[config.mk]
export PLATFORM = sky130hd
export DESIGN_NAME = tacq_top
export DESIGN_NICKNAME = d
export VERILOG_FILES = /design/src/tacq_pkg.sv /design/src/tacq_top.sv
export VERILOG_INCLUDE_DIRS = /design/src
export SDC_FILE = /design/constraint.sdc
export NUM_CORES = 1
export LEC_CHECK = 0
export ABC_AREA = 1
export BUFFER_PORTS_ARGS = -buffer_cell sky130_fd_sc_hd__buf_4
export CORE_MARGIN = 4
export CORE_UTILIZATION = 42
export CTS_BUF_LIST = sky130_fd_sc_hd__clkbuf_16
export DETAILED_ROUTE_END_ITERATION = 10
export GPL_TIMING_DRIVEN = 1
export SLEW_MARGIN = 10
export SYNTH_ARGS = -nofsm -noshare
export SYNTH_HDL_FRONTEND = slang
export SYNTH_SLANG_ARGS = --single-unit
[constraint.sdc]
create_clock -name i_clk -period 4.05 [get_ports i_clk]
set_input_delay 0.405 -clock i_clk [delete_from_list [all_inputs] [get_ports i_clk]]
set_output_delay 0.405 -clock i_clk [all_outputs]
set_load 0.02 [all_outputs]
[src/tacq_params.svh]
// register map, field positions and reset values of the touch acquisition config block
`ifndef TACQ_PARAMS_SVH
`define TACQ_PARAMS_SVH

// byte addresses of the registers
`define TACQ_ADDR_DRIFT     8'h1c
`define TACQ_ADDR_TGA_TIM   8'h20
`define TACQ_ADDR_TGA_DIS   8'h24
`define TACQ_ADDR_TGB_TIM   8'h28
`define TACQ_ADDR_TGB_DIS   8'h2c
`define TACQ_ADDR_MG_TIM    8'h30
`define TACQ_ADDR_MG_DIS    8'h34
`define TACQ_ADDR_MG_FILT   8'h38
`define TACQ_ADDR_STATUS    8'h60

// reset values
`define TACQ_REG_RST        32'h0000_0000
`define TACQ_RD_NONE        32'h0000_0000
`define TACQ_LFSR_SEED      8'h01

// configuration slots inside the register array
`define TACQ_SLOT_DRIFT     0
`define TACQ_SLOT_MG_FILT   7

// drift register fields
`define TACQ_POSITIVE_RECAL_THRESHOLD_HI        23
`define TACQ_POSITIVE_RECAL_THRESHOLD_LO        16
`define TACQ_POSITIVE_DRIFT_INTERVAL_HI      15
`define TACQ_POSITIVE_DRIFT_INTERVAL_LO      8
`define TACQ_NEGATIVE_DRIFT_INTERVAL_HI      7
`define TACQ_NEGATIVE_DRIFT_INTERVAL_LO      0
`define TACQ_DRIFT_UNIT     16'h0000

// timing register fields
`define TACQ_DIV_HI         31
`define TACQ_DIV_LO         16
`define TACQ_CHARGE_LENGTH_HI       15
`define TACQ_CHARGE_LENGTH_LO       8
`define TACQ_SETTLE_LENGTH_HI       7
`define TACQ_SETTLE_LENGTH_LO       0

// discharge register fields
`define TACQ_DISCHARGE_SHIFT_HI     29
`define TACQ_DISCHARGE_SHIFT_LO     28
`define TACQ_SYNC_BIT       25
`define TACQ_SPREAD_BIT     24
`define TACQ_DISCHARGE_LENGTH_HI       23
`define TACQ_DISCHARGE_LENGTH_LO       16
`define TACQ_MAX_HI         15
`define TACQ_MAX_LO         0

// matrix filter register fields
`define TACQ_COMPARATOR_POWER_CONTROL_BIT     31
`define TACQ_CONSENSUS_FILTER_LENGTH_HI      30
`define TACQ_CONSENSUS_FILTER_LENGTH_LO      28
`define TACQ_CXDIL_HI       23
`define TACQ_CXDIL_LO       16
`define TACQ_XLINE_START_INTERVAL_HI     11
`define TACQ_XLINE_START_INTERVAL_LO     0

// group selection codes
`define TACQ_GRP_A          2'h0
`define TACQ_GRP_B          2'h1
`define TACQ_GRP_M          2'h2
`define TACQ_GRP_BAD        2'h3

// small constants
`define TACQ_ONE16          16'h0001
`define TACQ_ONE24          24'h00_0001
`define TACQ_ONE12          12'h001
`define TACQ_SAT12          12'hfff
`define TACQ_PAD8           8'h00

`endif

[src/tacq_pkg.sv]
// types shared by the touch acquisition config block
package tacq_pkg;

    // acquisition sequencer states
    typedef enum logic [2:0]
    {
        TACQ_IDLE,
        TACQ_HOLD,
        TACQ_DISCH,
        TACQ_CHARGE,
        TACQ_SETTLE,
        TACQ_CXDIS
    } tacq_state_t;

    // whole state of the block
    typedef struct packed
    {
        logic [7:0][31:0] cfg;
        logic [31:0]      rd_data;
        logic [2:0][15:0] pre_cnt;
        logic [2:0]       pre_clk;
        logic [2:0]       tick;
        logic [7:0]       lfsr;
        tacq_state_t      st;
        logic [1:0]       grp;
        logic [15:0]      ph_cnt;
        logic [15:0]      count;
        logic [4:0]       cons;
        logic             sync_prev;
        logic [11:0]      xl_cnt;
        logic [23:0]      pd_cnt;
        logic [23:0]      nd_cnt;
        logic             pos_drift;
        logic             neg_drift;
        logic             recal;
        logic             done;
        logic             max_hit;
        logic             busy;
        logic             ph_dis;
        logic             ph_chg;
        logic             ph_set;
        logic             ph_cxd;
        logic             spread;
        logic             comp_en;
    } tacq_state_s_t;

endpackage

[src/tacq_top.sv]
// touch acquisition config block: registers, prescalers, drift timers and burst sequencer
`timescale 1ns/1ns
`include "tacq_params.svh"

module tacq_top
(
    // clock and reset
    input  wire logic        i_clk,
    input  wire logic        i_rst_n,
    // register port
    input  wire logic [7:0]  i_addr,
    input  wire logic [31:0] i_wr_data,
    input  wire logic        i_wr_en,
    input  wire logic        i_rd_en,
    output logic      [31:0] o_rd_data,
    // acquisition request and analog front end
    input  wire logic        i_acq_start,
    input  wire logic [1:0]  i_acq_sel,
    input  wire logic        i_sync,
    input  wire logic        i_comp,
    // autonomous sensor measurements
    input  wire logic        i_at_sample_tick,
    input  wire logic        i_at_valid,
    input  wire logic [15:0] i_at_signal,
    input  wire logic [15:0] i_at_reference,
    // derived clocks and sequencer outputs
    output logic      [2:0]  o_grp_clk,
    output logic             o_busy,
    output logic             o_done,
    output logic             o_max_hit,
    output logic      [15:0] o_count,
    output logic             o_discharge,
    output logic             o_charge,
    output logic             o_settle,
    output logic             o_cx_discharge,
    output logic             o_spread,
    output logic             o_comp_enable,
    // drift and recalibration events
    output logic             o_recal_req,
    output logic             o_pos_drift,
    output logic             o_neg_drift
);

    tacq_pkg::tacq_state_s_t s_q;
    tacq_pkg::tacq_state_s_t s_d;

    // fields of the group that the sequencer serves
    logic [31:0] tim_w;
    logic [31:0] dis_w;
    logic [31:0] flt_w;
    logic        gtick_w;
    logic        step_w;
    logic [15:0] dis_len_w;
    logic [2:0]  cons_sum_w;
    logic        term_w;
    logic        sync_ok_w;
    logic        xl_ok_w;
    logic [16:0] at_limit_w;
    logic [15:0] div_w;
    logic [15:0] lim_w;
    logic [15:0] next_cnt_w;

    // next-state logic of the whole block
    always_comb
    begin
        s_d = s_q;
        tim_w = '0;
        dis_w = '0;
        flt_w = '0;
        gtick_w = 1'b0;
        step_w = 1'b0;
        dis_len_w = '0;
        cons_sum_w = '0;
        term_w = 1'b0;
        sync_ok_w = 1'b0;
        xl_ok_w = 1'b0;
        at_limit_w = '0;
        div_w = '0;
        lim_w = '0;
        next_cnt_w = '0;
        s_d.tick = '0;
        s_d.done = 1'b0;
        s_d.recal = 1'b0;
        s_d.pos_drift = 1'b0;
        s_d.neg_drift = 1'b0;

        // register writes
        if (i_wr_en)
        begin
            case (i_addr)
                `TACQ_ADDR_DRIFT:   s_d.cfg[0] = i_wr_data;
                `TACQ_ADDR_TGA_TIM: s_d.cfg[1] = i_wr_data;
                `TACQ_ADDR_TGA_DIS: s_d.cfg[2] = i_wr_data;
                `TACQ_ADDR_TGB_TIM: s_d.cfg[3] = i_wr_data;
                `TACQ_ADDR_TGB_DIS: s_d.cfg[4] = i_wr_data;
                `TACQ_ADDR_MG_TIM:  s_d.cfg[5] = i_wr_data;
                `TACQ_ADDR_MG_DIS:  s_d.cfg[6] = i_wr_data;
                `TACQ_ADDR_MG_FILT: s_d.cfg[7] = i_wr_data;
                default:            s_d.cfg = s_q.cfg;
            endcase
        end

        // read data valid only in the cycle after the strobe; unmapped reads zero
        s_d.rd_data = `TACQ_RD_NONE;
        if (i_rd_en)
        begin
            case (i_addr)
                `TACQ_ADDR_DRIFT:   s_d.rd_data = s_q.cfg[0];
                `TACQ_ADDR_TGA_TIM: s_d.rd_data = s_q.cfg[1];
                `TACQ_ADDR_TGA_DIS: s_d.rd_data = s_q.cfg[2];
                `TACQ_ADDR_TGB_TIM: s_d.rd_data = s_q.cfg[3];
                `TACQ_ADDR_TGB_DIS: s_d.rd_data = s_q.cfg[4];
                `TACQ_ADDR_MG_TIM:  s_d.rd_data = s_q.cfg[5];
                `TACQ_ADDR_MG_DIS:  s_d.rd_data = s_q.cfg[6];
                `TACQ_ADDR_MG_FILT: s_d.rd_data = s_q.cfg[7];
                `TACQ_ADDR_STATUS:  s_d.rd_data = {s_q.count, `TACQ_PAD8, 1'b0, s_q.st,
                                                   s_q.grp, s_q.max_hit, s_q.busy};
                default:            s_d.rd_data = `TACQ_RD_NONE;
            endcase
        end

        // spread-spectrum jitter source, free running
        s_d.lfsr = {s_q.lfsr[6:0], s_q.lfsr[7] ^ s_q.lfsr[5] ^ s_q.lfsr[4] ^ s_q.lfsr[3]};

        // prescalers: half period of div+1 clocks, tick once per full period
        for (int g = 0; g < 3; g++)
        begin
            div_w = s_q.cfg[2 * g + 1][`TACQ_DIV_HI:`TACQ_DIV_LO];
            lim_w = div_w;
            if (s_q.cfg[2 * g + 2][`TACQ_SPREAD_BIT] && s_q.busy && (s_q.grp == 2'(g)))
            begin
                lim_w = div_w ^ {14'h0000, s_q.lfsr[1:0]};
            end
            if (s_q.pre_cnt[g] >= lim_w)
            begin
                s_d.pre_cnt[g] = '0;
                s_d.pre_clk[g] = ~s_q.pre_clk[g];
                s_d.tick[g] = ~s_q.pre_clk[g];
            end
            else
            begin
                s_d.pre_cnt[g] = s_q.pre_cnt[g] + `TACQ_ONE16;
            end
        end

        // recalibration request on a positive excursion past the threshold
        at_limit_w = {1'b0, i_at_reference}
                   + {9'h000, s_q.cfg[`TACQ_SLOT_DRIFT][`TACQ_POSITIVE_RECAL_THRESHOLD_HI:`TACQ_POSITIVE_RECAL_THRESHOLD_LO]};
        if (i_at_valid && ({1'b0, i_at_signal} > at_limit_w))
        begin
            s_d.recal = 1'b1;
        end

        // drift timers count autonomous sample ticks; a zero field parks them
        if (s_q.cfg[`TACQ_SLOT_DRIFT][`TACQ_POSITIVE_DRIFT_INTERVAL_HI:`TACQ_POSITIVE_DRIFT_INTERVAL_LO] == '0)
        begin
            s_d.pd_cnt = '0;
        end
        else if (i_at_sample_tick)
        begin
            if ((s_q.pd_cnt + `TACQ_ONE24) >=
                {s_q.cfg[`TACQ_SLOT_DRIFT][`TACQ_POSITIVE_DRIFT_INTERVAL_HI:`TACQ_POSITIVE_DRIFT_INTERVAL_LO], `TACQ_DRIFT_UNIT})
            begin
                s_d.pd_cnt = '0;
                s_d.pos_drift = 1'b1;
            end
            else
            begin
                s_d.pd_cnt = s_q.pd_cnt + `TACQ_ONE24;
            end
        end
        if (s_q.cfg[`TACQ_SLOT_DRIFT][`TACQ_NEGATIVE_DRIFT_INTERVAL_HI:`TACQ_NEGATIVE_DRIFT_INTERVAL_LO] == '0)
        begin
            s_d.nd_cnt = '0;
        end
        else if (i_at_sample_tick)
        begin
            if ((s_q.nd_cnt + `TACQ_ONE24) >=
                {s_q.cfg[`TACQ_SLOT_DRIFT][`TACQ_NEGATIVE_DRIFT_INTERVAL_HI:`TACQ_NEGATIVE_DRIFT_INTERVAL_LO], `TACQ_DRIFT_UNIT})
            begin
                s_d.nd_cnt = '0;
                s_d.neg_drift = 1'b1;
            end
            else
            begin
                s_d.nd_cnt = s_q.nd_cnt + `TACQ_ONE24;
            end
        end

        // selected group configuration; grp never holds the undefined code
        tim_w = s_q.cfg[2 * s_q.grp + 1];
        dis_w = s_q.cfg[2 * s_q.grp + 2];
        flt_w = s_q.cfg[`TACQ_SLOT_MG_FILT];
        gtick_w = s_q.tick[s_q.grp];
        dis_len_w = 16'({8'h00, dis_w[`TACQ_DISCHARGE_LENGTH_HI:`TACQ_DISCHARGE_LENGTH_LO]}
                        << dis_w[`TACQ_DISCHARGE_SHIFT_HI:`TACQ_DISCHARGE_SHIFT_LO]);
        // self-capacitance discharge counts module clocks, matrix counts burst ticks
        step_w = (s_q.grp == `TACQ_GRP_M) ? gtick_w : 1'b1;

        // interval counter since the last X line start, in burst ticks
        if (s_q.tick[`TACQ_GRP_M] && (s_q.xl_cnt != `TACQ_SAT12))
        begin
            s_d.xl_cnt = s_q.xl_cnt + `TACQ_ONE12;
        end

        // consensus over the last five comparator samples
        cons_sum_w = 3'(s_q.cons[0]) + 3'(s_q.cons[1]) + 3'(s_q.cons[2])
                   + 3'(s_q.cons[3]) + 3'(s_q.cons[4]);
        if (flt_w[`TACQ_CONSENSUS_FILTER_LENGTH_HI:`TACQ_CONSENSUS_FILTER_LENGTH_LO] == '0)
        begin
            term_w = i_comp;
        end
        else
        begin
            term_w = cons_sum_w >= flt_w[`TACQ_CONSENSUS_FILTER_LENGTH_HI:`TACQ_CONSENSUS_FILTER_LENGTH_LO];
        end

        // start gating: sync falling edge and X line spacing
        sync_ok_w = !dis_w[`TACQ_SYNC_BIT] || (s_q.sync_prev && !i_sync);
        xl_ok_w = (s_q.grp != `TACQ_GRP_M)
               || (flt_w[`TACQ_XLINE_START_INTERVAL_HI:`TACQ_XLINE_START_INTERVAL_LO] == '0)
               || (s_q.xl_cnt >= flt_w[`TACQ_XLINE_START_INTERVAL_HI:`TACQ_XLINE_START_INTERVAL_LO]);
        s_d.sync_prev = i_sync;
        next_cnt_w = s_q.count + `TACQ_ONE16;

        // burst sequencer
        case (s_q.st)
            tacq_pkg::TACQ_IDLE:
            begin
                // the undefined selection code is ignored
                if (i_acq_start && (i_acq_sel != `TACQ_GRP_BAD))
                begin
                    s_d.grp = i_acq_sel;
                    s_d.count = '0;
                    s_d.cons = '0;
                    s_d.ph_cnt = '0;
                    s_d.max_hit = 1'b0;
                    s_d.st = tacq_pkg::TACQ_HOLD;
                end
            end
            tacq_pkg::TACQ_HOLD:
            begin
                if (sync_ok_w && xl_ok_w)
                begin
                    if (s_q.grp == `TACQ_GRP_M)
                    begin
                        s_d.xl_cnt = '0;
                    end
                    s_d.ph_cnt = '0;
                    s_d.st = tacq_pkg::TACQ_DISCH;
                end
            end
            tacq_pkg::TACQ_DISCH:
            begin
                if (s_q.ph_cnt >= dis_len_w)
                begin
                    s_d.ph_cnt = '0;
                    s_d.st = tacq_pkg::TACQ_CHARGE;
                end
                else if (step_w)
                begin
                    s_d.ph_cnt = s_q.ph_cnt + `TACQ_ONE16;
                end
            end
            tacq_pkg::TACQ_CHARGE:
            begin
                if (s_q.ph_cnt >= {8'h00, tim_w[`TACQ_CHARGE_LENGTH_HI:`TACQ_CHARGE_LENGTH_LO]})
                begin
                    s_d.ph_cnt = '0;
                    s_d.st = tacq_pkg::TACQ_SETTLE;
                end
                else if (gtick_w)
                begin
                    s_d.ph_cnt = s_q.ph_cnt + `TACQ_ONE16;
                end
            end
            tacq_pkg::TACQ_SETTLE:
            begin
                if (s_q.ph_cnt >= {8'h00, tim_w[`TACQ_SETTLE_LENGTH_HI:`TACQ_SETTLE_LENGTH_LO]})
                begin
                    s_d.ph_cnt = '0;
                    s_d.count = next_cnt_w;
                    if (s_q.grp == `TACQ_GRP_M)
                    begin
                        s_d.st = tacq_pkg::TACQ_CXDIS;
                    end
                    else if (i_comp || (next_cnt_w >= dis_w[`TACQ_MAX_HI:`TACQ_MAX_LO]))
                    begin
                        s_d.max_hit = !i_comp;
                        s_d.done = 1'b1;
                        s_d.st = tacq_pkg::TACQ_IDLE;
                    end
                    else
                    begin
                        s_d.st = tacq_pkg::TACQ_CHARGE;
                    end
                end
                else if (gtick_w)
                begin
                    s_d.ph_cnt = s_q.ph_cnt + `TACQ_ONE16;
                end
            end
            tacq_pkg::TACQ_CXDIS:
            begin
                if (gtick_w)
                begin
                    s_d.cons = {s_q.cons[3:0], i_comp};
                end
                if (term_w)
                begin
                    s_d.done = 1'b1;
                    s_d.st = tacq_pkg::TACQ_IDLE;
                end
                else if (s_q.ph_cnt >= {8'h00, flt_w[`TACQ_CXDIL_HI:`TACQ_CXDIL_LO]})
                begin
                    s_d.ph_cnt = '0;
                    if (s_q.count >= dis_w[`TACQ_MAX_HI:`TACQ_MAX_LO])
                    begin
                        s_d.max_hit = 1'b1;
                        s_d.done = 1'b1;
                        s_d.st = tacq_pkg::TACQ_IDLE;
                    end
                    else
                    begin
                        s_d.st = tacq_pkg::TACQ_CHARGE;
                    end
                end
                else if (gtick_w)
                begin
                    s_d.ph_cnt = s_q.ph_cnt + `TACQ_ONE16;
                end
            end
            default:
            begin
                s_d.st = tacq_pkg::TACQ_IDLE;
            end
        endcase

        // registered copies of the phase decode so outputs come from flops
        s_d.busy = s_d.st != tacq_pkg::TACQ_IDLE;
        s_d.ph_dis = s_d.st == tacq_pkg::TACQ_DISCH;
        s_d.ph_chg = s_d.st == tacq_pkg::TACQ_CHARGE;
        s_d.ph_set = s_d.st == tacq_pkg::TACQ_SETTLE;
        s_d.ph_cxd = s_d.st == tacq_pkg::TACQ_CXDIS;
        s_d.spread = s_d.busy && s_d.cfg[2 * s_d.grp + 2][`TACQ_SPREAD_BIT];
        // comparators only switched off while idle, so no burst ever loses them
        s_d.comp_en = !s_d.cfg[`TACQ_SLOT_MG_FILT][`TACQ_COMPARATOR_POWER_CONTROL_BIT] || s_d.busy;
    end

    // single state register, synchronous reset
    always_ff @(posedge i_clk)
    begin
        if (!i_rst_n)
        begin
            s_q <= '0;
            s_q.cfg <= {8{`TACQ_REG_RST}};
            s_q.lfsr <= `TACQ_LFSR_SEED;
            s_q.st <= tacq_pkg::TACQ_IDLE;
            s_q.comp_en <= 1'b1;
        end
        else
        begin
            s_q <= s_d;
        end
    end

    // outputs straight from the state register
    assign o_rd_data = s_q.rd_data;
    assign o_grp_clk = s_q.pre_clk;
    assign o_busy = s_q.busy;
    assign o_done = s_q.done;
    assign o_max_hit = s_q.max_hit;
    assign o_count = s_q.count;
    assign o_discharge = s_q.ph_dis;
    assign o_charge = s_q.ph_chg;
    assign o_settle = s_q.ph_set;
    assign o_cx_discharge = s_q.ph_cxd;
    assign o_spread = s_q.spread;
    assign o_comp_enable = s_q.comp_en;
    assign o_recal_req = s_q.recal;
    assign o_pos_drift = s_q.pos_drift;
    assign o_neg_drift = s_q.neg_drift;

endmodule

### Word level (Yosys, flattened, before mapping)

Index checks and enable logic that the tools add are counted.

* flip-flop bits (word level): 465
* input bits: 83
* logic and storage cells: 233
* output and inout port bits: 63

* bitwise operators: 11
* reductions and logical operators: 47
* shift-type cells: 1
* add/sub/neg operators: 16
* order comparisons: 18
* eq/ne operators: 33
* muxes and demuxes: 67

Operators by type and width (number)
* $bmux W32 S3: 3
* $pmux W32 S9: 1
* $mux W256: 1
* $mux W32: 8
* $mux W16: 13
* $ge A16 B16 Y1: 6
* $pmux W16 S6: 1
* $add A16 B1 Y16 const B: 5
* $eq A8 B6 Y1 const B: 7
* $add A24 B1 Y24 const B: 2
* $ge A16 B8 Y1: 3
* $ge A24 B24 Y1: 2
* $mux W12: 4
* $mux W24: 2
* $xor A16 B2 Y16: 3
* $mux W42: 1
* $pmux W16 S2: 1
* $mux W30: 1
* $mux W25: 1
* $ne A2 B2 Y1 const B: 11
* $mux W3: 7
* $pmux W3 S6: 1
* $add A16 B8 Y17: 1
* $gt A16 B17 Y1: 1
* other kinds (45): 107

### Depth between registers and ports, before layout

Gate-level depths: netlist of the first run.

* depth after elaboration: 11
* depth in mapped cells: 30
* depth with buffers taken out: 27

### Worst setup path after synthesis of the first run

Ideal clock, no wire load.

* kind: reg-to-reg
* start: reg s_q[110] (netlist bit)
* end: reg s_q[96] (netlist bit)
* stages on the path, launching flop included: 28
* arrival time: 4003 ps
* required time: 3918 ps
* setup time: 132 ps
* slack: -86 ps
* cell sequence: dfxtp_1 > buf_4 > inv_2 > clkbuf_1 > buf_1 > ha_1 > inv_1 > clkbuf_1 > clkbuf_1 > a21oi_1 > nand2_1 > o21ai_0 > or2_2 > ha_1 > inv_1 > o21bai_1 > nand2_1 > nand2_1 > nand2_1 > nand2_1 > nand2_1 > nand3_1 > clkbuf_1 > nor2_1 > a21oi_1 > nand3_1 > nand3_1 > a21oi_1

* cells in the longest elaborated chain, start to end: 8
* elaborated cells on any way between the ends: 30

Ends and longest elaborated chain
* from (decl): RTL line tacq_top.sv:44 `tacq_pkg::tacq_state_s_t s_q;`
* branches (longest 8 deep; another with $ge A16 B16 Y1)

Several ways; the timed one is not identified. The select of a mux whose other input is x is not followed.
A chain may end at the register's enable or synchronous reset.

### Final worst setup path of the first run

* start: reg s_q[110] (netlist bit)
* end: reg s_q, in the netlist o_spread

* cells in the longest elaborated chain, start to end: 11
* elaborated cells on any way between the ends: 37

Ends and longest elaborated chain
* $add A3 B2 Y4: RTL line tacq_top.sv:192 `dis_w = s_q.cfg[2 * s_q.grp + 2];`
* $bmux W32 S3: RTL line tacq_top.sv:192
* $mux W30 (implied by the code): RTL line tacq_top.sv:192
* $ge A16 B16 Y1: RTL line tacq_top.sv:287 `` else if (i_comp || (next_cnt_w >= dis_w[`TACQ_MAX_HI:`TACQ_MAX_LO])) ``
* $logic_or A1 B1 Y1: RTL line tacq_top.sv:287
* $mux W2: RTL line tacq_top.sv:287
* $mux W3: RTL line tacq_top.sv:283 `` if (s_q.grp == `TACQ_GRP_M) ``
* $mux W3: RTL line tacq_top.sv:279 `` if (s_q.ph_cnt >= {8'h00, tim_w[`TACQ_SETTLE_LENGTH_HI:`TACQ_SETTLE_LENGTH_LO]}) ``
* $pmux W3 S6: RTL line tacq_top.sv:227 `case (s_q.st)`
* $reduce_bool A3 Y1: RTL line tacq_top.sv:340 `s_d.busy = s_d.st != tacq_pkg::TACQ_IDLE;`
* $logic_and A1 B1 Y1 *: RTL line tacq_top.sv:345 `` s_d.spread = s_d.busy && s_d.cfg[2 * s_d.grp + 2][`TACQ_SPREAD_BIT]; ``

Mark *: on every way between the ends. The rest lies on a longest branch, timed or not. The select of a mux whose other input is x is not followed.

==> flow_metrics.env, run 1 <==
export IMPL_outcome="complete, no violations"
export IMPL_required_ns=4.59
export IMPL_synth_cell_types=58
export IMPL_antenna_found_initial=6
export IMPL_wl_per_cell_um=19.82
export IMPL_grt_pass1_vias=23230
export IMPL_ys_ff_latch=465
export IMPL_antenna_cells=0
export IMPL_cp_slowest_cell="buf_4"
export IMPL_fmax_mhz=275.0
export IMPL_num_vias=25530
export IMPL_numCtsBuffers=54
export IMPL_numPortBuffers=145
export IMPL_holdPathEnd="o_recal_req"
export IMPL_finalHoldViolations=0
export IMPL_yosysWarnings=0
export IMPL_critPathLaunch="s_q[110]"
export IMPL_power_mw=11.29
export IMPL_vdd_ir_drop_max_mv=0.2981
export IMPL_period_share_pct=89.80
export IMPL_synth_edf_count=0
export IMPL_die_area_um2=67970
export IMPL_grt_pass1_wl_um=139700
export IMPL_cts_buffer_depth=3
export IMPL_maxCapViolations=0
export IMPL_crit_chain="buf_12 -> buf_4 -> o21ai_0 -> a21oi_1 -> ha_1 -> nand2_1 -> inv_1 -> nand2_1 -> nand2_1 -> nand2_1 -> nand4_1 -> nor2_1 -> nor2_1 -> nand2_1 -> nor2_1 -> nand2_1 -> nand2_1 -> nand3_1 -> nand2_1 -> nor2_1"
export IMPL_crit_top_cell="nand2_1"
export IMPL_timing_rr_end="o_spread"
export IMPL_dp_cells=4581
export IMPL_fp_dieW_um=260.7
export IMPL_max_slew_margin_rel_pct=21.21
export IMPL_vias_per_cell=5.455
export IMPL_crit_arrival_ns=4.18
export IMPL_start_kind="flip-flop"
export IMPL_root_buffer="clkbuf_16"
export IMPL_start_util_pct=42.44
export IMPL_ios=146
export IMPL_path_max_fanout=83
export IMPL_drtIter0Drc=2555
export IMPL_pwr_share_comb_pct=15.0
export IMPL_power_density_nw_per_um2=375.9
export IMPL_cts_resized=0
export IMPL_synthesis_area_um2=26820
export IMPL_register_area_um2=9313
export IMPL_yosysMostFrequentCell="a21oi_1"
export IMPL_overflow=0
export IMPL_clk_pin_slew_worst_paths_ns=0.06
export IMPL_fillCellCount=6435
export IMPL_core_um2=63200
export IMPL_grt_total_usage_pct=26.44
export IMPL_synth_ff_type="dfxtp_1"
export IMPL_clock_latency_ns=0.62
export IMPL_seq_power_share_pct=41.9
export IMPL_hold_depth=3
export IMPL_final_setup_viol_count=0
export IMPL_p_sw_share_pct=29.13
export IMPL_synth_top_area_share_pct=34.71
export IMPL_post_synth_cell_area_avg_um2=7.118
export IMPL_hpwl_um=65140
export IMPL_nets=4062
export IMPL_setup_ws_ns=0.4132
export IMPL_drive_gt1_share_pct=9.755
export IMPL_pre_cts_ws_ns=0.5060
export IMPL_slowest_delay_ns=0.55
export IMPL_r2r_start="s_q[110]"
export IMPL_r2r_cells=20
export IMPL_htree_levels=2
export IMPL_multi_input_area_um2=14510
export IMPL_p_leak_nw=11.77
export IMPL_worst_pin_slew_ns=1.182
export IMPL_first_pass_iters=5
export IMPL_fin_setup_tns_ns=0
export IMPL_final_cells=4680
export IMPL_fin_crit_ns=3.637
export IMPL_crit_type="flip-flop to flip-flop"
export IMPL_dieHeight_um=260.7
export IMPL_antenna_left=0
export IMPL_rows=92
export IMPL_pwr_share_clk_pct=43.2
export IMPL_drc=0
export IMPL_synth_commonest_cells="a21oi_1 (519), nand2_1 (495), inv_1 (485), dfxtp_1 (465), o21ai_0 (373)"
export IMPL_wl_um=92760
export IMPL_synth_area_leaders="dfxtp_1 (35%), a21oi_1 (9.7%), ha_1 (8.6%)"
export IMPL_synth_top_area_cell="dfxtp_1"
export IMPL_end_kind="flip-flop"
export IMPL_synth_async_reset_ratio_pct=0
export IMPL_syn_inst=3768
export IMPL_grt_max_degree=84
export IMPL_cts_tree="yes"
export IMPL_reg2reg_slack_ns=0.41
export IMPL_hold_path_class="input port to flip-flop"
export IMPL_clock_skew_ns=0.03766
export IMPL_place_gp_congestion=0.9472
export IMPL_synth_nets=4038
export IMPL_worstHoldStart="i_at_valid"
export IMPL_synthToLayoutAreaGrowth_pct=11.94
export IMPL_power_internal_mw=7.998
export IMPL_rsz0062_at_grt="false"
export IMPL_synth_seq_area_share_pct=34.71
export IMPL_report_final_slew_viol_count=0
export IMPL_clkSinkCount=465
export IMPL_switchingPower_mw=3.287
## layout by cell type, fill, tap and decap left out, types with 6 or more instances in the layout
cell	n
a211oi_1	17
a21oi_1	518
a21oi_2	12
a31oi_1	6
buf_4	194
clkbuf_16	57
clkinv_1	16
clkinv_2	8
dfxtp_1	464
ha_1	184
inv_1	496
inv_2	18
nand2_1	491
nand2_2	10
nand3_1	170
nand3_2	16
nand3b_1	11
nand4_1	50
nor2_1	290
nor2_2	16
nor3_1	58
nor3_2	12
nor3b_1	18
nor4_1	29
o211ai_1	6
o21ai_0	373
o21ai_1	10
o22ai_1	108
or2_2	6
xnor2_1	28
xor2_1	74
## power groups by stage
stage	registers, mW	clock network (mW)	logic, mW
after CTS	4.72	4.94	1.66
after global routing	4.73	5.12	1.87
after global placement	4.82	0	1.64
final	4.72	4.87	1.69
after detailed placement	4.82	0	1.65
after floorplan	4.79	0	1.09
## per-stage QoR
stage | hold WS [ns] | cell area [um^2] | utilization, %
after global placement | 0.3933 | 28280 | 44.75
after CTS | 0.03660 | 30030 | 47.51
final | 0.06415 | 30030 | 47.51
after floorplan | 0.3905 | 26820 | -
after detailed placement | 0.3954 | 28280 | 44.75
after global routing | 0.07042 | 30030 | 47.51
## worst max-delay path, delay by kind of cell (launching register included)
family	cells	cell delay (ns)
AND/OR/NAND/NOR	14	1.41
AO/OA/AOI/OAI	2	0.54
flip-flops	1	0.36
adder cells (fa/ha/maj)	1	0.30
buffers and inverters	3	0.89
## worst max-delay path by stage
stage                        endpoint  slack, ns  cells past startpoint
after floorplan               s_q[96]       0.03                     27
after global placement    o_discharge       0.54                     18
after detailed placement     s_q[101]       0.51                     19
after CTS                    s_q[103]       0.48                     19
after global routing         o_spread      0.008                     20
final                        o_spread       0.41                     20
## logic make-up (layout without fill, tap and decap cells)
kind of cell | after synthesis | after routing | share of synthesized area (%)
simple gates | 1194 | 1194 | 20.28
compound gates | 1085 | 1085 | 21.59
buf+inv | 735 | 801 | 11.28
flops | 465 | 465 | 34.71
fa+ha+maj | 187 | 187 | 8.807
xor+xnor | 102 | 102 | 3.331
## metal layers
metal | vias up | part of all wire (%) | global-route usage, %
met5 | - | 0.050 | 0
met4 | 6 | 4.3 | 10.21
met3 | 200 | 9.0 | 6.346
met2 | 997 | 43 | 40.56
met1 | 11690 | 43 | 35.94
li1 | 12640 | - | -
## cell type report
class                   instances  share of cell area (%)
clock buffers                  57                   4.751
inverters                     505                   6.313
well taps                     846                   3.525
clock inverters                41                   1.025
multi-input cells            2568                   48.31
flip-flops and latches        465                   31.02
repair buffers                198                   5.055
## timing repair
| action | 4_1_cts | 5_1_grt |
|---|---|---|
| hold buffers | 1 | 0 |
| setup buffers | 0 | 0 |
| hold endpoints to repair | 1 | 0 |
No activity file was read; power rests on OpenSTA's default activity.
==> inputs of run 2 (changes only) <==
CORE_UTILIZATION = 55   (was 42)
PLACE_DENSITY = 0.76   (was unset)
==> run 2 against run 1 <==
Compared with the run above: sequential cell count did not move; core utilization grew 14 points; cell count down 5.1%; setup slack worse by 0.10 ns; global-route usage increased by 5.5 points; cell area down 1.6%; largest power group is now sequential cells; highest routed layer unchanged.
==> flow_metrics.env, run 2 (same netlist as run 1, synthesis figures left out) <==
export IMPL_p_sw_share_pct=29.76
export IMPL_synthToLayoutAreaGrowth_pct=10.12
export IMPL_pwr_share_clk_pct=41.1
export IMPL_clock_latency_ns=0.61
export IMPL_wl_per_cell_um=19.66
export IMPL_cts_buffer_depth=3
export IMPL_report_final_slew_viol_count=0
export IMPL_first_pass_iters=7
export IMPL_htree_levels=2
export IMPL_numPortBuffers=145
export IMPL_worst_pin_slew_ns=1.093
export IMPL_period_share_pct=92.29
export IMPL_place_gp_congestion=0.9861
export IMPL_final_common_cell="a21oi_1"
export IMPL_hold_path_class="input port to flip-flop"
export IMPL_root_buffer="clkbuf_16"
export IMPL_path_max_fanout=143
export IMPL_fin_crit_ns=3.738
export IMPL_fillCellCount=4404
export IMPL_antenna_left=0
export IMPL_drtIter0Drc=3153
export IMPL_end_kind="flip-flop"
export IMPL_fmax_mhz=267.6
export IMPL_power_mw=10.89
export IMPL_power_internal_mw=7.651
export IMPL_ios=146
export IMPL_clk_pin_slew_worst_paths_ns=0.06
export IMPL_antenna_cells=0
export IMPL_drive_gt1_share_pct=9.650
export IMPL_grt_total_usage_pct=31.94
export IMPL_worstHoldStart="i_at_valid"
export IMPL_power_density_nw_per_um2=368.8
export IMPL_required_ns=4.51
export IMPL_timing_rr_end="s_q[95]"
export IMPL_r2r_start="s_q[110]"
export IMPL_cp_slowest_cell="buf_16"
export IMPL_cts_tree="yes"
export IMPL_finalHoldViolations=0
export IMPL_slowest_delay_ns=0.38
export IMPL_holdPathEnd="o_recal_req"
export IMPL_pwr_share_comb_pct=15.6
export IMPL_max_slew_margin_rel_pct=27.01
export IMPL_numCtsBuffers=52
export IMPL_hpwl_um=61020
export IMPL_wl_um=87270
export IMPL_nets=4055
export IMPL_num_vias=26060
export IMPL_crit_top_cell="nand2_1"
export IMPL_grt_pass1_wl_um=134800
export IMPL_start_kind="flip-flop"
export IMPL_drc=0
export IMPL_fin_setup_tns_ns=0
export IMPL_crit_arrival_ns=4.20
export IMPL_crit_type="flip-flop to flip-flop"
export IMPL_layout_common_cells="a21oi_1 (518), inv_1 (491), nand2_1 (491)"
export IMPL_grt_max_degree=144
export IMPL_antenna_found_initial=3
export IMPL_maxCapViolations=0
export IMPL_reg2reg_slack_ns=0.31
export IMPL_vdd_ir_drop_max_mv=0.3104
export IMPL_core_um2=47950
export IMPL_switchingPower_mw=3.241
export IMPL_rsz0062_at_grt="false"
export IMPL_overflow=0
export IMPL_seq_power_share_pct=43.3
export IMPL_start_util_pct=55.94
export IMPL_rows=80
export IMPL_p_leak_nw=11.67
export IMPL_crit_chain="buf_16 -> nand2_1 -> a32oi_2 -> inv_1 -> nand2_1 -> o21ai_0 -> or2_2 -> ha_1 -> inv_1 -> o21bai_1 -> nand2_1 -> nand2_1 -> nand2_1 -> nand2_1 -> nand2_1 -> nand3_1 -> nor2_1 -> nand2_1 -> nand3_2 -> clkinv_2 -> nand3_1 -> a21oi_1"
export IMPL_r2r_cells=22
export IMPL_final_setup_viol_count=0
export IMPL_clock_skew_ns=0.01196
export IMPL_grt_pass1_vias=23940
export IMPL_hold_depth=3
export IMPL_dieHeight_um=228.8
export IMPL_vias_per_cell=5.871
export IMPL_die_area_um2=52370
export IMPL_outcome="complete, no violations"
export IMPL_fp_dieW_um=228.8
export IMPL_clkSinkCount=465
==> run 2: changes by cell type in the layout (fill, tap and decap cells not counted), moves of 3 or more <==
cell / change
bufinv_16: -3
inv_6: +3
clkinv_2: +4
inv_1: -5
clkbuf_16: -4
buf_4: -5
==> run 2: how the worst max path moves through the flow <==
stage	startpoint	endpoint	slack [ns]	cells past startpoint
floorplan	s_q[110]	s_q[96]	0.03	27
global placement	s_q[110]	s_q[97]	0.60	22
detailed placement	s_q[110]	s_q[104]	0.48	24
CTS	s_q[110]	s_q[104]	0.42	24
global route	s_q[110]	s_q[102]	0.01	22
finish	s_q[110]	s_q[95]	0.31	22
==> run 2: power by group through the flow <==
stage               sequential (mW)  clock [mW]  combinational [mW]
global placement               4.81           0                1.63
floorplan                      4.79           0                1.09
CTS                            4.71        4.51                1.65
detailed placement             4.81           0                1.64
finish                         4.71        4.48                1.70
global route                   4.72        4.70                1.86
==> run 2: layer usage <==
layer | vias up | wire [um] | track usage, % | part of all wire, %
met3 | 304 | 9936 | 7.116 | 11
met2 | 1424 | 37110 | 48.82 | 43
met5 | - | 26 | 0 | 0.030
li1 | 12650 | - | - | -
met4 | 2 | 4941 | 15.75 | 5.7
met1 | 11690 | 35260 | 42.75 | 40
==> run 2: final cells by class <==
cell class / instances / area [um^2] / area share, %
Tap cell: 615 / 769.5 / 2.605
Clock buffer: 53 / 1326 / 4.490
Clock inverter: 40 / 244.0 / 0.8260
Multi-Input combinational cell: 2568 / 14500 / 49.09
Inverter: 505 / 1897 / 6.422
Timing Repair Buffer: 193 / 1488 / 5.037
Sequential cell: 465 / 9313 / 31.53
==> run 2: what timing repair did <==
action / in CTS / in global routing
hold endpoints to repair: 1 / 0
endpoints found under the setup margin: 0 / 2
buffers inserted: 0 / 0
gates resized for setup: 0 / 3
hold buffers: 1 / 0
==> run 2: stage by stage <==
stage          hold WS [ns]  worst slack (ns)  std cells  utilization, %  instance area (um^2)
3_5_place_dp         0.4147            0.4771       4345           58.29                 27950
3_3_place_gp         0.3948            0.6035       4345           58.29                 27950
5_1_grt             0.09055           0.01202       4439           61.60                 29540
2_1_floorplan        0.3905           0.02745       3768               -                 26820
6_report            0.07695            0.3124       4439           61.60                 29540
4_1_cts             0.05408            0.4231       4439           61.59                 29530
==> run 2: critical path, delay by kind of cell, from the launching register on <==
kind            cells  cell delay [ns]
compound gates      4             0.52
buf+inv             4             0.85
simple gates       13             1.46
fa+ha+maj           1             0.29
flops               1             0.37
